## config.mk

```make
export PLATFORM = sky130hd
export DESIGN_NAME = ccl_config_ctrl
export DESIGN_NICKNAME = d
export VERILOG_FILES = /design/src/logic/ccl_fifo.v /design/src/logic/ccl_config_ctrl.v
export VERILOG_INCLUDE_DIRS = /design/src /design/src/logic
export SDC_FILE = /design/constraint.sdc
export NUM_CORES = 1
export LEC_CHECK = 0
export BUFFER_PORTS_ARGS = -buffer_cell sky130_fd_sc_hd__buf_4
export CAP_MARGIN = 15
export CORE_MARGIN = 5
export CORE_UTILIZATION = 38
export CTS_BUF_LIST = sky130_fd_sc_hd__clkbuf_4
export DETAILED_ROUTE_END_ITERATION = 7
export HOLD_SLACK_MARGIN = 0.05
export PLACE_DENSITY = 0.51
export SYNTH_ARGS = -nofsm -noshare
export SYNTH_HDL_FRONTEND = slang
export SYNTH_SLANG_ARGS = --single-unit
```

## constraint.sdc

```tcl
create_clock -name clk_sys -period 6.6 [get_ports clk_sys]
set_input_delay 0.33 -clock clk_sys [delete_from_list [all_inputs] [get_ports clk_sys]]
set_output_delay 0.33 -clock clk_sys [all_outputs]
set_load 0.01 [all_outputs]
```

## src/logic/ccl_map.vh

```
// Constants for the chain and test-port configuration loader
`ifndef CCL_MAP_VH
`define CCL_MAP_VH

// ==========================================================
// Test-port instruction codes (4-bit instruction register)
`define CCL_IR_W 4
`define CCL_IR_EXTEST 4'h0
`define CCL_IR_PROGRAM 4'h2
`define CCL_IR_SAMPLE 4'h5
`define CCL_IR_IDCODE 4'h6
`define CCL_IR_CONFIG_IO 4'hd
`define CCL_IR_RECONFIG_PULSE 4'he
`define CCL_IR_BYPASS 4'hf
`define CCL_IR_CAPTURE 4'h1

// ==========================================================
// Identification value (arbitrary, names no real part)
`define CCL_IDCODE_VAL 32'h0a5c3001

// ==========================================================
// Data register lengths
`define CCL_DR_LEN_BYPASS 6'd1
`define CCL_DR_LEN_SAMPLE 6'd4
`define CCL_DR_LEN_IDCODE 6'd32

// ==========================================================
// Stream format and byte FIFO size
`define CCL_FRAME_BYTES 16'h0040
`define CCL_RUN_ESCAPE 8'h00
`define CCL_SECURITY_KEY 8'h5a
`define CCL_FIFO_WIDTH 8
`define CCL_FIFO_DEPTH 32
`define CCL_FIFO_AW 5

// ==========================================================
// Timing counts
`define CCL_INIT_CLKS_JTAG 11'd1222
`define CCL_INIT_CLKS_SERIAL 11'd8
`define CCL_RESET_CYCLES 4'h8

`endif

```

## src/logic/ccl_fifo.v

```verilog
// Byte FIFO between the bit assembler and the decompressor
`timescale 1ns/1ns
`default_nettype none

module ccl_fifo #(
   parameter WIDTH = 8,
   parameter DEPTH = 32,
   parameter AW = 5
) (
   input wire clk_sys,
   input wire rstn,
   input wire flush,
   input wire in_valid,
   output wire in_ready,
   input wire [WIDTH-1:0] in_data,
   output wire out_valid,
   input wire out_ready,
   output wire [WIDTH-1:0] out_data
);

   reg [WIDTH-1:0] mem_reg [0:DEPTH-1];
   reg [AW:0] wr_ptr_reg;
   reg [AW:0] rd_ptr_reg;
   wire full;
   wire empty;

   assign empty = (wr_ptr_reg == rd_ptr_reg);
   assign full = (wr_ptr_reg[AW] != rd_ptr_reg[AW]) && (wr_ptr_reg[AW-1:0] == rd_ptr_reg[AW-1:0]);
   assign in_ready = !full;
   assign out_valid = !empty;
   assign out_data = mem_reg[rd_ptr_reg[AW-1:0]];

   always @(posedge clk_sys) begin
      if (in_valid && !full) begin
         mem_reg[wr_ptr_reg[AW-1:0]] <= in_data;
      end
   end

   always @(posedge clk_sys) begin
      if (!rstn || flush) begin
         wr_ptr_reg <= {(AW+1){1'b0}};
         rd_ptr_reg <= {(AW+1){1'b0}};
      end else begin
         if (in_valid && !full) begin
            wr_ptr_reg <= wr_ptr_reg + 1'b1;
         end
         if (out_ready && !empty) begin
            rd_ptr_reg <= rd_ptr_reg + 1'b1;
         end
      end
   end

endmodule

`default_nettype wire

```

## src/logic/ccl_config_ctrl.v

```verilog
// Configuration-load control: serial chain loading and test-port loading
`timescale 1ns/1ns
`include "ccl_map.vh"
`default_nettype none

module ccl_config_ctrl (
   input wire clk_sys,
   input wire rstn,
   input wire tck,
   input wire tms,
   input wire tdi,
   output reg tdo,
   output reg tdo_oe,
   input wire config_clock,
   input wire serial_config_data,
   input wire chain_enable_in_n,
   output reg chain_enable_out_n,
   input wire reconfig_request_n,
   input wire config_error_line_in,
   output reg config_error_line_out,
   output reg config_error_line_oe,
   input wire config_complete_in,
   output reg config_complete_out,
   output reg config_complete_oe,
   input wire stream_compressed,
   input wire security_enable,
   input wire global_clear_n,
   input wire global_output_enable,
   output reg user_clear_n,
   output reg user_output_enable
);

   // ==========================================================
   // Pin synchronisers
   localparam NP = 12;
   reg [NP-1:0] s1_reg;
   reg [NP-1:0] s2_reg;
   reg [NP-1:0] s3_reg;
   reg [NP-1:0] flt_reg;
   wire [NP-1:0] pins;
   assign pins = {config_complete_in, security_enable, stream_compressed, global_output_enable,
                  global_clear_n, config_error_line_in, reconfig_request_n, chain_enable_in_n,
                  serial_config_data, config_clock, tdi, tms};
   reg tck1_reg;
   reg tck2_reg;
   reg tck3_reg;
   reg tck_f_reg;
   reg tck_d_reg;
   reg config_clock_d_reg;

   // A level is taken only once the second and third stage agree
   always @(posedge clk_sys) begin
      if (!rstn) begin
         s1_reg <= {NP{1'b1}};
         s2_reg <= {NP{1'b1}};
         s3_reg <= {NP{1'b1}};
         flt_reg <= {NP{1'b1}};
         tck1_reg <= 1'b0;
         tck2_reg <= 1'b0;
         tck3_reg <= 1'b0;
         tck_f_reg <= 1'b0;
         tck_d_reg <= 1'b0;
         config_clock_d_reg <= 1'b1;
      end else begin
         s1_reg <= pins;
         s2_reg <= s1_reg;
         s3_reg <= s2_reg;
         flt_reg <= (s2_reg & ~(s2_reg ^ s3_reg)) | (flt_reg & (s2_reg ^ s3_reg));
         tck1_reg <= tck;
         tck2_reg <= tck1_reg;
         tck3_reg <= tck2_reg;
         if (tck2_reg == tck3_reg) begin
            tck_f_reg <= tck2_reg;
         end
         tck_d_reg <= tck_f_reg;
         config_clock_d_reg <= flt_reg[2];
      end
   end

   wire s_tms = flt_reg[0];
   wire s_tdi = flt_reg[1];
   wire s_config_clock = flt_reg[2];
   wire s_data = flt_reg[3];
   wire s_ce_n = flt_reg[4];
   wire s_reconf_n = flt_reg[5];
   wire s_err_line = flt_reg[6];
   wire s_gclr_n = flt_reg[7];
   wire s_goe = flt_reg[8];
   wire s_comp = flt_reg[9];
   wire s_sec = flt_reg[10];
   wire tck_rise = tck_f_reg && !tck_d_reg;
   wire tck_fall = !tck_f_reg && tck_d_reg;
   wire config_clock_rise = s_config_clock && !config_clock_d_reg;

   // ==========================================================
   // Test access port controller
   localparam T_TLR = 16'h0001, T_RTI = 16'h0002, T_SDR = 16'h0004, T_CDR = 16'h0008;
   localparam T_SHDR = 16'h0010, T_E1DR = 16'h0020, T_PDR = 16'h0040, T_E2DR = 16'h0080;
   localparam T_UDR = 16'h0100, T_SIR = 16'h0200, T_CIR = 16'h0400, T_SHIR = 16'h0800;
   localparam T_E1IR = 16'h1000, T_PIR = 16'h2000, T_E2IR = 16'h4000, T_UIR = 16'h8000;
   reg [15:0] tap_reg;
   reg [15:0] tap_next;

   always @* begin
      case (tap_reg)
         T_TLR: tap_next = s_tms ? T_TLR : T_RTI;
         T_RTI: tap_next = s_tms ? T_SDR : T_RTI;
         T_SDR: tap_next = s_tms ? T_SIR : T_CDR;
         T_CDR: tap_next = s_tms ? T_E1DR : T_SHDR;
         T_SHDR: tap_next = s_tms ? T_E1DR : T_SHDR;
         T_E1DR: tap_next = s_tms ? T_UDR : T_PDR;
         T_PDR: tap_next = s_tms ? T_E2DR : T_PDR;
         T_E2DR: tap_next = s_tms ? T_UDR : T_SHDR;
         T_UDR: tap_next = s_tms ? T_SDR : T_RTI;
         T_SIR: tap_next = s_tms ? T_TLR : T_CIR;
         T_CIR: tap_next = s_tms ? T_E1IR : T_SHIR;
         T_SHIR: tap_next = s_tms ? T_E1IR : T_SHIR;
         T_E1IR: tap_next = s_tms ? T_UIR : T_PIR;
         T_PIR: tap_next = s_tms ? T_E2IR : T_PIR;
         T_E2IR: tap_next = s_tms ? T_UIR : T_SHIR;
         T_UIR: tap_next = s_tms ? T_SDR : T_RTI;
         default: tap_next = T_TLR;
      endcase
   end

   // ==========================================================
   // Configuration states
   localparam C_RESET = 7'h01, C_WAIT = 7'h02, C_LOAD = 7'h04, C_INIT = 7'h08;
   localparam C_USER = 7'h10, C_ERROR = 7'h20, C_HALT = 7'h40;
   reg [6:0] cfg_reg;
   reg jtag_mode_reg;
   reg io_unlock_reg;
   reg [3:0] ir_reg;
   reg [3:0] ir_sh_reg;
   reg [31:0] dr_reg;
   reg [3:0] rst_cnt_reg;

   wire upd_ir = tck_fall && (tap_reg == T_UIR);
   wire ir_test_ok = (ir_sh_reg == `CCL_IR_BYPASS) || (ir_sh_reg == `CCL_IR_IDCODE) ||
                     (ir_sh_reg == `CCL_IR_SAMPLE);
   wire ir_cfg_op = (ir_sh_reg == `CCL_IR_CONFIG_IO) || (ir_sh_reg == `CCL_IR_PROGRAM) ||
                    (ir_sh_reg == `CCL_IR_RECONFIG_PULSE);
   wire unlocked = io_unlock_reg || (cfg_reg == C_USER);
   wire [3:0] ir_take = (ir_test_ok || ir_cfg_op || unlocked) ? ir_sh_reg : `CCL_IR_BYPASS;
   wire go_prog = upd_ir && (ir_take == `CCL_IR_PROGRAM);
   wire go_io = upd_ir && (ir_take == `CCL_IR_CONFIG_IO);
   wire go_pulse = upd_ir && (ir_take == `CCL_IR_RECONFIG_PULSE);
   wire restart = !s_reconf_n || go_pulse;
   wire [5:0] dr_len = (ir_reg == `CCL_IR_IDCODE) ? `CCL_DR_LEN_IDCODE :
                       (ir_reg == `CCL_IR_SAMPLE) ? `CCL_DR_LEN_SAMPLE : `CCL_DR_LEN_BYPASS;

   always @(posedge clk_sys) begin
      if (!rstn) begin
         tap_reg <= T_TLR;
         ir_reg <= `CCL_IR_IDCODE;
         ir_sh_reg <= 4'h0;
         dr_reg <= 32'h0;
         tdo <= 1'b0;
         tdo_oe <= 1'b0;
      end else begin
         if (tck_rise) begin
            tap_reg <= tap_next;
            if (tap_reg == T_CIR) begin
               ir_sh_reg <= `CCL_IR_CAPTURE;
            end else if (tap_reg == T_SHIR) begin
               ir_sh_reg <= {s_tdi, ir_sh_reg[3:1]};
            end
            if (tap_reg == T_CDR) begin
               if (ir_reg == `CCL_IR_IDCODE) begin
                  dr_reg <= `CCL_IDCODE_VAL;
               end else if (ir_reg == `CCL_IR_SAMPLE) begin
                  dr_reg <= {28'h0, s_err_line, s_reconf_n, s_ce_n, s_data};
               end else begin
                  dr_reg <= 32'h0;
               end
            end else if (tap_reg == T_SHDR) begin
               if (dr_len == `CCL_DR_LEN_IDCODE) begin
                  dr_reg <= {s_tdi, dr_reg[31:1]};
               end else if (dr_len == `CCL_DR_LEN_SAMPLE) begin
                  dr_reg <= {28'h0, s_tdi, dr_reg[3:1]};
               end else begin
                  dr_reg <= {31'h0, s_tdi};
               end
            end
         end
         if (tck_fall) begin
            tdo_oe <= (tap_reg == T_SHIR) || (tap_reg == T_SHDR);
            if (tap_reg == T_SHIR) begin
               tdo <= ir_sh_reg[0];
            end else if (tap_reg == T_SHDR) begin
               tdo <= dr_reg[0];
            end
            if (tap_reg == T_TLR) begin
               ir_reg <= `CCL_IR_IDCODE;
            end else if (tap_reg == T_UIR) begin
               ir_reg <= ir_take;
            end
         end
      end
   end

   // ==========================================================
   // Bit collection and byte assembly
   reg [7:0] byte_sr_reg;
   reg [2:0] bit_cnt_reg;
   reg [7:0] pend_reg;
   reg pend_vld_reg;
   reg overrun_reg;
   wire fifo_in_ready;
   wire jtag_bit = tck_rise && (tap_reg == T_SHDR) && (ir_reg == `CCL_IR_PROGRAM) && jtag_mode_reg;
   // Serial bits are ignored once the test port owns the load
   wire ser_bit = config_clock_rise && !s_ce_n && !jtag_mode_reg;
   wire bit_vld = (cfg_reg == C_LOAD) && (jtag_bit || ser_bit);
   wire bit_val = jtag_mode_reg ? s_tdi : s_data;
   wire start = go_prog || ((cfg_reg == C_WAIT) && !s_ce_n);
   wire flush = (cfg_reg != C_LOAD) || start;
   wire [7:0] full_byte = {bit_val, byte_sr_reg[7:1]};
   // Decryption is only offered to the serial schemes
   wire [7:0] clear_byte = (s_sec && !jtag_mode_reg) ? (full_byte ^ `CCL_SECURITY_KEY) : full_byte;

   always @(posedge clk_sys) begin
      if (!rstn || flush) begin
         byte_sr_reg <= 8'h00;
         bit_cnt_reg <= 3'h0;
         pend_reg <= 8'h00;
         pend_vld_reg <= 1'b0;
         overrun_reg <= 1'b0;
      end else begin
         if (pend_vld_reg && fifo_in_ready) begin
            pend_vld_reg <= 1'b0;
         end
         if (bit_vld) begin
            byte_sr_reg <= full_byte;
            bit_cnt_reg <= bit_cnt_reg + 3'h1;
            if (bit_cnt_reg == 3'h7) begin
               pend_reg <= clear_byte;
               pend_vld_reg <= 1'b1;
               // A held byte not yet taken would be lost; the pin clock cannot be stalled
               if (pend_vld_reg && !fifo_in_ready) begin
                  overrun_reg <= 1'b1;
               end
            end
         end
      end
   end

   // ==========================================================
   // Buffer and on-the-fly run-length expansion
   wire fifo_vld;
   wire [7:0] fifo_data;
   reg [7:0] run_cnt_reg;
   reg esc_reg;
   wire fifo_rdy = (run_cnt_reg == 8'h00);
   wire comp_on = s_comp && !jtag_mode_reg;

   ccl_fifo #(
      .WIDTH(`CCL_FIFO_WIDTH),
      .DEPTH(`CCL_FIFO_DEPTH),
      .AW(`CCL_FIFO_AW)
   ) i_ccl_fifo (
      .clk_sys(clk_sys),
      .rstn(rstn),
      .flush(flush),
      .in_valid(pend_vld_reg),
      .in_ready(fifo_in_ready),
      .in_data(pend_reg),
      .out_valid(fifo_vld),
      .out_ready(fifo_rdy),
      .out_data(fifo_data)
   );

   wire take = fifo_vld && fifo_rdy;
   wire is_esc = comp_on && !esc_reg && (fifo_data == `CCL_RUN_ESCAPE);
   wire out_vld = (run_cnt_reg != 8'h00) || (take && !is_esc);
   wire [7:0] out_byte = ((run_cnt_reg != 8'h00) || esc_reg) ? 8'h00 : fifo_data;

   always @(posedge clk_sys) begin
      if (!rstn || flush) begin
         run_cnt_reg <= 8'h00;
         esc_reg <= 1'b0;
      end else if (run_cnt_reg != 8'h00) begin
         run_cnt_reg <= run_cnt_reg - 8'h01;
      end else if (take) begin
         // Escape then count n gives n+1 zero bytes
         esc_reg <= is_esc;
         if (esc_reg) begin
            run_cnt_reg <= fifo_data;
         end
      end
   end

   // ==========================================================
   // Frame check, initialisation and completion
   reg [15:0] byte_cnt_reg;
   reg [7:0] sum_reg;
   reg [10:0] init_cnt_reg;
   wire init_clk = jtag_mode_reg ? tck_rise : config_clock_rise;
   wire [10:0] init_need = jtag_mode_reg ? `CCL_INIT_CLKS_JTAG : `CCL_INIT_CLKS_SERIAL;
   reg [4:0] oe_hist_reg;
   // Ignore lows still in flight from our own release
   wire ext_err = !s_err_line && !config_error_line_oe && (oe_hist_reg == 5'h00);
   wire busy = (cfg_reg == C_LOAD) || (cfg_reg == C_INIT);

   always @(posedge clk_sys) begin
      if (!rstn) begin
         cfg_reg <= C_RESET;
         rst_cnt_reg <= 4'h0;
         jtag_mode_reg <= 1'b0;
         io_unlock_reg <= 1'b0;
         byte_cnt_reg <= 16'h0000;
         sum_reg <= 8'h00;
         init_cnt_reg <= 11'h000;
      end else if (restart) begin
         cfg_reg <= C_RESET;
         rst_cnt_reg <= 4'h0;
         jtag_mode_reg <= 1'b0;
         io_unlock_reg <= 1'b0;
      end else if (go_io) begin
         io_unlock_reg <= 1'b1;
         if (cfg_reg != C_USER) begin
            cfg_reg <= C_HALT;
         end
      end else if (start) begin
         cfg_reg <= C_LOAD;
         jtag_mode_reg <= go_prog || jtag_mode_reg;
         byte_cnt_reg <= 16'h0000;
         sum_reg <= 8'h00;
         init_cnt_reg <= 11'h000;
      end else begin
         case (cfg_reg)
            C_RESET: begin
               rst_cnt_reg <= rst_cnt_reg + 4'h1;
               if (rst_cnt_reg == `CCL_RESET_CYCLES) begin
                  cfg_reg <= C_WAIT;
               end
            end
            C_WAIT: cfg_reg <= C_WAIT;
            C_LOAD: begin
               if (overrun_reg || ext_err) begin
                  cfg_reg <= C_ERROR;
               end else if (out_vld) begin
                  byte_cnt_reg <= byte_cnt_reg + 16'h0001;
                  sum_reg <= sum_reg + out_byte;
                  if (byte_cnt_reg == `CCL_FRAME_BYTES - 16'h0001) begin
                     cfg_reg <= (out_byte == sum_reg) ? C_INIT : C_ERROR;
                  end
               end
            end
            C_INIT: begin
               if (ext_err) begin
                  cfg_reg <= C_ERROR;
               end else if (init_cnt_reg == init_need) begin
                  cfg_reg <= C_USER;
               end else if (init_clk) begin
                  init_cnt_reg <= init_cnt_reg + 11'h001;
               end
            end
            C_USER: cfg_reg <= C_USER;
            C_ERROR: cfg_reg <= C_ERROR;
            C_HALT: cfg_reg <= C_HALT;
            default: cfg_reg <= C_RESET;
         endcase
      end
   end

   // ==========================================================
   // Pin drivers
   always @(posedge clk_sys) begin
      if (!rstn) begin
         chain_enable_out_n <= 1'b1;
         config_error_line_out <= 1'b0;
         config_error_line_oe <= 1'b1;
         oe_hist_reg <= 5'h1f;
         config_complete_out <= 1'b0;
         config_complete_oe <= 1'b1;
         user_clear_n <= 1'b0;
         user_output_enable <= 1'b0;
      end else begin
         chain_enable_out_n <= (cfg_reg != C_USER);
         config_error_line_out <= 1'b0;
         // Held low during reset and after a detected fault, so the whole chain stops
         config_error_line_oe <= (cfg_reg == C_RESET) || (cfg_reg == C_ERROR);
         oe_hist_reg <= {oe_hist_reg[3:0], config_error_line_oe};
         config_complete_out <= 1'b0;
         // Released to the pull-up on success, driven low otherwise
         config_complete_oe <= (cfg_reg != C_USER) && !busy || (cfg_reg == C_LOAD) || (cfg_reg == C_INIT);
         // Global pins steer only user logic; the test port path never reads them
         user_clear_n <= s_gclr_n;
         user_output_enable <= s_goe && (cfg_reg == C_USER);
      end
   end

endmodule

`default_nettype wire

```

# == After elaboration in Yosys (flattened, before gate mapping) ==
# Memory sizes are Yosys's and may differ from the RTL's. A register that Yosys moved wholly into a read port is not among the register bits.
# Index checks and enable logic that the tools add are counted.
# W data, S select, Z words.
# totals
n_memories,1
ff_bits,212
ramBits,256
out_inout_bits,9
# mem_list
name,depth,width,read_ports,rd_clocked_by_memory_dff,write_ports,line,source
i_ccl_fifo.mem_reg,32,8,1,1,1,ccl_fifo.v:21,reg [WIDTH-1:0] mem_reg [0:DEPTH-1];
# op_classes
bitwise_logic,11
n_eq_ne,56
add_sub_neg,8
muxes,67
n_reduce_logical,93
# op_table
op,count
$pmux W16 S12,1
$mux W16,6
$mux W32,3
$mux W11,7
$mux W8,9
$mux W7,10
$pmux W7 S7,1
$eq A16 B6 Y1 const B,2
$mux W28,1
$mux W4,7
$logic_and A1 B1 Y1,27
$and A12 B12 Y12,2
$eq A4 B4 Y1 const B,6
$logic_or A1 B1 Y1,21
$reduce_bool A2 Y1,10
$mux W6,3
$mux W9,2
$add A16 B1 Y16 const B,1
$eq A16 B1 Y1 const B,1
$eq A16 B10 Y1 const B,1
$eq A16 B11 Y1 const B,1
$eq A16 B12 Y1 const B,1
$eq A16 B13 Y1 const B,1
$eq A16 B14 Y1 const B,1
62 further kinds,110

# == Logic depth before layout (Yosys ltp) ==
# Gate-level depths: netlist (run 1).
# depth
word_depth,12
mapped_depth,18

# == Modules after synthesis ==
# Synthesis (run 1) repeated with hierarchy kept, for this count alone.
# hier_totals
hier_cells,1530
hier_area_um2,19538.7
# by_module_without_submodules
module,instances,cells_per_inst,area_per_inst_um2,seq_area_each_um2
ccl_fifo,1,495,10679.0,8027.7
ccl_config_ctrl,1,1035,8859.7,3903.7

# == Least setup slack after synthesis (run 1) ==
# No wires, ideal clock.
# synth_path
path_type,register to register
startpoint,register with a tool-made name
endpoint,register sum_reg[7]
period_less_slack_ps,4264
setup_time_ps,58
path_buffers,3
path_stages_with_launch,18
arrival_time_ps,4206
path_slack_ps,2336
cell_sequence,dfxtp_1 > buf_6 > buf_2 > buf_2 > mux4_2 > mux4_2 > mux2i_1 > nor2_1 > ha_1 > a21o_1 > a21oi_1 > o21bai_1 > a2111oi_0 > nor3_1 > xor2_1 > or3_1 > nor3_1 > o21a_1
# synth_rtl
item,line,source
to (signal assigned),ccl_config_ctrl.v:343,sum_reg <= sum_reg + out_byte;
to (decl),ccl_config_ctrl.v:295,reg [7:0] sum_reg;

==> results of run 1 <==
[stage by stage]
stage | setup WS (ns) | area [um2] | power, mW | hold slack (ns)
2_1_floorplan | 2.34 | 19400 | 3.21 | 0.386
3_3_place_gp | 1.70 | 20100 | 3.23 | 0.397
3_5_place_dp | 1.77 | 20100 | 3.23 | 0.397
4_1_cts | 1.73 | 22200 | 5.94 | 0.345
5_1_grt | 1.43 | 22300 | 6.12 | 0.425
6_report | 1.81 | 22300 | 5.82 | 0.416
[report_power, final]
group	internal (mW)	switching [mW]
registers	3.06	0.0189
logic	0.0546	0.0535
clock network	1.45	1.18
[cells in the mapped netlist, types with 21 or more instances]
cell type  number  area [um2]
nor2_1        175         657
clkbuf_1       58         218
edfxtp_1      256        7690
dfxtp_1       212        4240
mux4_2         57        1280
o21ai_0        32         160
nor3_1         29         145
xor2_1         31         272
mux2i_1        55         551
a21oi_1        89         445
nand2b_1       51         319
nand2_1       112         420
or4_1          21         158
nand3_1        53         265
[per-layer routing]
| metal | vias up | global-route usage, % |
|---|---|---|
| met5 | - | 0 |
| met4 | 0 | 7.53 |
| met3 | 83 | 3.90 |
| met2 | 282 | 25.5 |
| met1 | 6220 | 20.9 |
| li1 | 6138 | - |
[cell usage in the layout (no fill, tap or decap), types with 10 or more instances in the layout]
cell type        n
edfxtp_1       256
dfxtp_1        210
clkbuf_4       187
nor2_1         175
nand2_1        112
a21oi_1         89
mux4_2          57
mux2i_1         55
nand3_1         53
nand2b_1        51
buf_4           40
dlygate4sd3_1   37
xor2_1          31
o21ai_0         31
nor3_1          29
or4_1           21
clkinv_1        21
xnor2_1         20
ha_1            20
inv_1           19
nand4_1         18
o31ai_1         17
nor4_1          16
nor2b_1         15
a211oi_1        15
a22oi_1         12
and3_1          12
nand3b_1        11
o211ai_1        10
a21oi_2         10
[area by class of cell]
class | count | area (um2)
timing repair buffer | 81 | 781
inverter | 20 | 75.1
tap | 672 | 841
sequential | 468 | 11900
antenna | 4 | 10.0
multi-input combinational | 986 | 7000
fill | 4705 | 28100
clock buffer | 187 | 1400
clock inverter | 34 | 240
[kinds of logic (layout without fill, tap and decap cells)]
| family | Yosys count | count (layout) | share of synthesized area (%) |
|---|---|---|---|
| compound gates | 235 | 235 | 7.91 |
| xor+xnor | 51 | 51 | 2.30 |
| fa+ha+maj | 21 | 21 | 1.39 |
| buf+inv | 107 | 322 | 2.55 |
| flops | 468 | 468 | 61.4 |
| mux | 115 | 115 | 9.85 |
| other cells | 1 | 6 | 0.0193 |
| simple gates | 562 | 562 | 14.5 |
[final timing paths]
check | to | startpoint | slack, ns | cells after the start
setup reg to reg | sum_reg[7] | flop | 1.81 | 15
hold / removal | s2_reg[2] | s1_reg[2] | 0.42 | 1
hold reg to reg | s2_reg[2] | s1_reg[2] | 0.42 | 1
setup / recovery | sum_reg[7] | flop | 1.81 | 15
[what timing repair did]
item,in CTS,in global routing
endpoints found under the setup margin,0,0
hold buffers,37,0
endpoints found under the hold margin,63,0
==> run metrics, run 1 <==
std cell rows 82; number of clock sinks 468; Antenna Nets Post-Route 0; Finished Core Util 44.2%; Top cell by count, worst path nor3_1; CP Cell Sequence buf_4, mux4_1, mux4_2, mux2i_1, nor2_1, ha_1, a21o_1, a21oi_1, o21bai_1, a2111oi_0, nor3_1, xor2_1, or3_1, nor3_1, o21a_1; Critical Path RT 7.47 ns; Crit path max-delay family multiplexers; Max rail drop VDD 0.166 mV; length of the first detailed-routing pass in iterations 5; max reg flops 256; clock period minus worst slack 4.79 ns; CTS tree done; antenna violations before repair 1; PwrDens 261 nW/um2; Syn Area/Cell 12.4 um2; setup_tns 0 ns; RSZ-0062 raised after global routing no; Die Wd 236 um; critical path launch point type flop; drc violations 0; buffers plus inverters on the worst setup path 1; total setup buffers inserted after CTS 0; Netlist cell types 73; GPL Wtd Cong 0.796; Total Wirelength 44.7 mm; first-pass GRT wire length 70.4 mm; met3 wire len 2.31 mm; register area share after synthesis 61.4%; Syn Inst Count 1560; final hold vios 0; Die Ht 236 um; via density per instance 5.19; Pins Over Slew Limit 0; WL met2 21.0 mm; Yosys Warn Count 0; Post-CTS Resized 0; M1 WL 20.3 mm; core area 50400 um2; drt wl/cell 18.2 um; critical path peak fanout 16; clk_lat worst skew 0.94 ns; Layout area overhead 14.8%; slowest stage delay, CP 0.68 ns; DP HPWL 27.8 mm; non-filler cells, final 2452; IO Pins 24; Crit Path Category reg -> reg; Final nets 1724; Arr. time, crit path 5.66 ns; clock skew 0.0417 ns; gr usage total 16.1%; Synth Register Bits 468; final global-route overflow total 0; status complete, no violations; EDFF count, synth 256; worst min path class reg -> reg; max_cap viols 0; I/O Buffers 20; First DRT Iteration DRCs 834; Vias 12723; H-tree level count 4; Final period util 72.6%; Slew headroom 25.3%; ys async rst share 0%; vias in the first global route 12462; fmax 209 MHz; slowest stage cell, crit path dfxtp_2; total leakage power 6.75 nW; Starting Density 38.5%; clk buf depth 3; Syn Std Cell Area 19400 um2; max layer used met4; Final setup violation count 0; Cells after DPL 2186; largest net degree at the start of global routing 76; clk root buf clkbuf_4; ys flop type edfxtp_1; Reg clk slew, reported paths 0.07 ns; layout cells sized above 1 18.7%; die area 55700 um2; CTS buffer count 131; slew of the pin with the lowest slew margin 1.12 ns; Critical Path End Type flop
Power figures use the tool's default switching activity.
==> run 2, diff against run 1 <==
--- a/config.mk
+++ b/config.mk
@@ -6,6 +6,7 @@
 export SDC_FILE = /design/constraint.sdc
 export NUM_CORES = 1
 export LEC_CHECK = 0
+export ABC_AREA = 1
 export BUFFER_PORTS_ARGS = -buffer_cell sky130_fd_sc_hd__buf_4
 export CAP_MARGIN = 15
 export CORE_MARGIN = 5
@@ -13,7 +14,7 @@
 export CTS_BUF_LIST = sky130_fd_sc_hd__clkbuf_4
 export DETAILED_ROUTE_END_ITERATION = 7
 export HOLD_SLACK_MARGIN = 0.05
-export PLACE_DENSITY = 0.51
+export PLACE_DENSITY = 0.52
 export SYNTH_ARGS = -nofsm -noshare
 export SYNTH_HDL_FRONTEND = slang
 export SYNTH_SLANG_ARGS = --single-unit
==> constraint.sdc (replaced) <==
create_clock -name clk_sys -period 3.9 [get_ports clk_sys]
set_input_delay 0.195 -clock clk_sys [delete_from_list [all_inputs] [get_ports clk_sys]]
set_output_delay 0.195 -clock clk_sys [all_outputs]
set_load 0.01 [all_outputs]
==> run 2 against run 1 <==
  * Combinational power rose to 3.3 times the previous value
  * Register-to-register slack worse by 1.3 ns
  * Setup slack worse by 1.3 ns
  * Clock power up 73%
  * Routed wire length up 8.5%
  * First-iteration DRC count up 1.6%
  * Maximum frequency up 40%
  * Highest routed layer unchanged
  * Global-route usage up 1.0 points
==> run metrics, run 2 <==
drc violations 0; Die Ht 240 um; Sw Ratio 22.3%; combinational power share 3.6%; clock period minus worst slack 3.41 ns; critical path launch point type flop; most common cell after layout, fill and taps aside nand2_1; RSZ-0062 raised after global routing no; Layout area overhead 14.8%; clk_lat worst skew 0.92 ns; First DRT Iteration DRCs 847; Vias 15345; total leakage power 8.50 nW; most common cell in the synthesized netlist nand2_1; most instantiated cells after synthesis nand2_1, nand3_1, edfxtp_1; largest net degree at the start of global routing 77; leading area contributor after synthesis edfxtp_1; Reg clk slew, reported paths 0.06 ns; die area 57400 um2; I/O Buffers 20; Reg area 11900 um2; PwrDens 441 nW/um2; Critical Path RT 4.64 ns; length of the first detailed-routing pass in iterations 5; Placement Setup Slack 0.546 ns; clk root buf clkbuf_4; CTS tree done; Hold Worst Slack 0.232 ns; layout cells sized above 1 14.2%; Max rail drop VDD 0.286 mV; multi-input logic area 7100 um2; Antenna Nets Post-Route 0; total setup buffers inserted after CTS 0; IO Pins 24; Pins Over Slew Limit 0; status complete, no violations; fmax 293 MHz; number of clock sinks 468; Die Wd 240 um; gr usage total 17.1%; slowest stage cell, crit path fa_1; Finished Core Util 43.9%; Final setup violation count 0; top cell type's share of synthesized area 38.4%; Power Internal 7.88 mW; register area share after synthesis 59.6%; antenna violations before repair 1; Post-CTS Resized 0; worst min path class in -> reg; worst setup path endpoint sum_reg[6]; worst reg2reg setup slack 0.49 ns; drt wl/cell 15.7 um; fillers 5077; Top cell by count, worst path nand3_1; GPL Wtd Cong 0.865; final global-route overflow total 0; Reg2Reg Capture Point sum_reg[6]; critical path peak fanout 44; Arr. time, crit path 4.15 ns; buffers plus inverters on the worst setup path 3; power share of the clock group 44.8%; Final nets 2351; clock skew 0.0468 ns; EDFF count, synth 256; Crit path depth 20; most frequent cells in the layout nand2_1, nand3_1, edfxtp_1, dfxtp_1, clkbuf_4; H-tree level count 4; ys flop type edfxtp_1; top cells by area, synth edfxtp_1, dfxtp_1, nand2_1; Syn Area/Cell 9.15 um2; vias in the first global route 14920; setup_tns 0 ns; Synth Register Bits 468; Yosys Warn Count 0; slowest stage delay, CP 0.41 ns; Flop pwr share 51.6%; Hold-fix buffers, CTS 28; Crit path max-delay family simple AND/OR/NAND/NOR gates; Netlist cell types 49; core area 52400 um2; clk buf depth 3; slew of the pin with the lowest slew margin 0.856 ns; DP HPWL 29.8 mm; first-pass GRT wire length 78.1 mm; max_cap viols 0; Crit Path Category reg -> reg; setup ws final 0.491 ns; Syn Std Cell Area 20000 um2; ys async rst share 0%; worst r2r path cells 20; Worst Hold Path Cells 3; Net Switching 2.26 mW; via density per instance 4.96; Total Wirelength 48.5 mm; max reg flops 256; CP Cell Sequence clkinv_2, buf_12, nand2_1, nand3_1, nand3_1, nand2_1, nand2_1, nand3_1, nand2_1, nor3_1, ha_1, fa_1, nand3_1, and2_1, inv_1, a21oi_1, o21ai_0, or2_2, nand3_1, a21oi_1; Final period util 87.4%; Syn Inst Count 2190; Slew headroom 42.7%; CTS buffer count 131; final hold vios 0; std cell rows 84; Critical Path End Type flop; Starting Density 38.2%
-- run 2: cell types whose count changed after synthesis, sizes merged, moves of 38 or more --
cell    before  now
nand3       53  275
nand2b      51    0
or2          7   45
nand2      112  608
mux4        60    0
inv         20  135
mux2i       55    0
-- run 2: through the flow --
stage,power [mW],area (um2),std cells
final,10.1,23000,3094
after global routing,10.7,23000,3094
after CTS,10.3,22900,3090
after detailed placement,5.67,21000,2839
after global placement,5.67,21000,2839
after floorplan,5.57,20000,2191
-- run 2: worst min path at each step --
stage               from            endpoint
finish              rstn  config_complete_oe
global route        rstn  config_complete_oe
CTS                 rstn            tck2_reg
detailed placement   tck            tck1_reg
global placement     tck            tck1_reg
floorplan            tck            tck1_reg
-- run 2: final cells by class --
cell class                 count  area share, %
tap                          688           3.74
sequential                   468           51.9
multi-input combinational   1487           30.8
inverter                     138           2.27
timing repair buffer          89           3.91
antenna                        1         0.0109
clock buffer                 196           6.40
clock inverter                27          0.930
-- run 2: routing by layer --
layer / global-route usage (%) / vias up / part of all wire (%)
li1: - / 7745 / -
met1: 23.8 / 7168 / 48
met2: 25.6 / 357 / 44
met3: 4.77 / 75 / 5.8
met4: 6.42 / 0 / 2.0
met5: 0 / - / 0
-- run 2: logic make-up (layout without fill, tap and decap cells) --
kind of cell	Yosys count	in the layout	share of synthesized area, %
other	1	3	0.0187
AOI/OAI and AO/OA	222	222	6.11
DFF	468	468	59.6
xor gates and xnor gates	37	37	1.62
and+or+nand+nor	1205	1205	26.3
adders and majority gates	21	21	1.35
buffers and inverters	236	450	5.08
-- run 2: power groups by stage --
| stage | Sequential, mW | Clock [mW] | Combinational (mW) |
|---|---|---|---|
| finish | 5.23 | 4.55 | 0.360 |
| global route | 5.23 | 5.02 | 0.410 |
| CTS | 5.23 | 4.73 | 0.357 |
| detailed placement | 5.34 | 0 | 0.335 |
| global placement | 5.34 | 0 | 0.329 |
| floorplan | 5.33 | 0 | 0.241 |
-- run 2: worst register-to-register path, delay by kind of cell, from the launching register on --
kind / cells / cell delay [ns]
compound gates: 3 / 0.25
fa+ha+maj: 2 / 0.64
buf+inv: 3 / 0.61
flops: 1 / 0.39
simple gates: 12 / 1.35
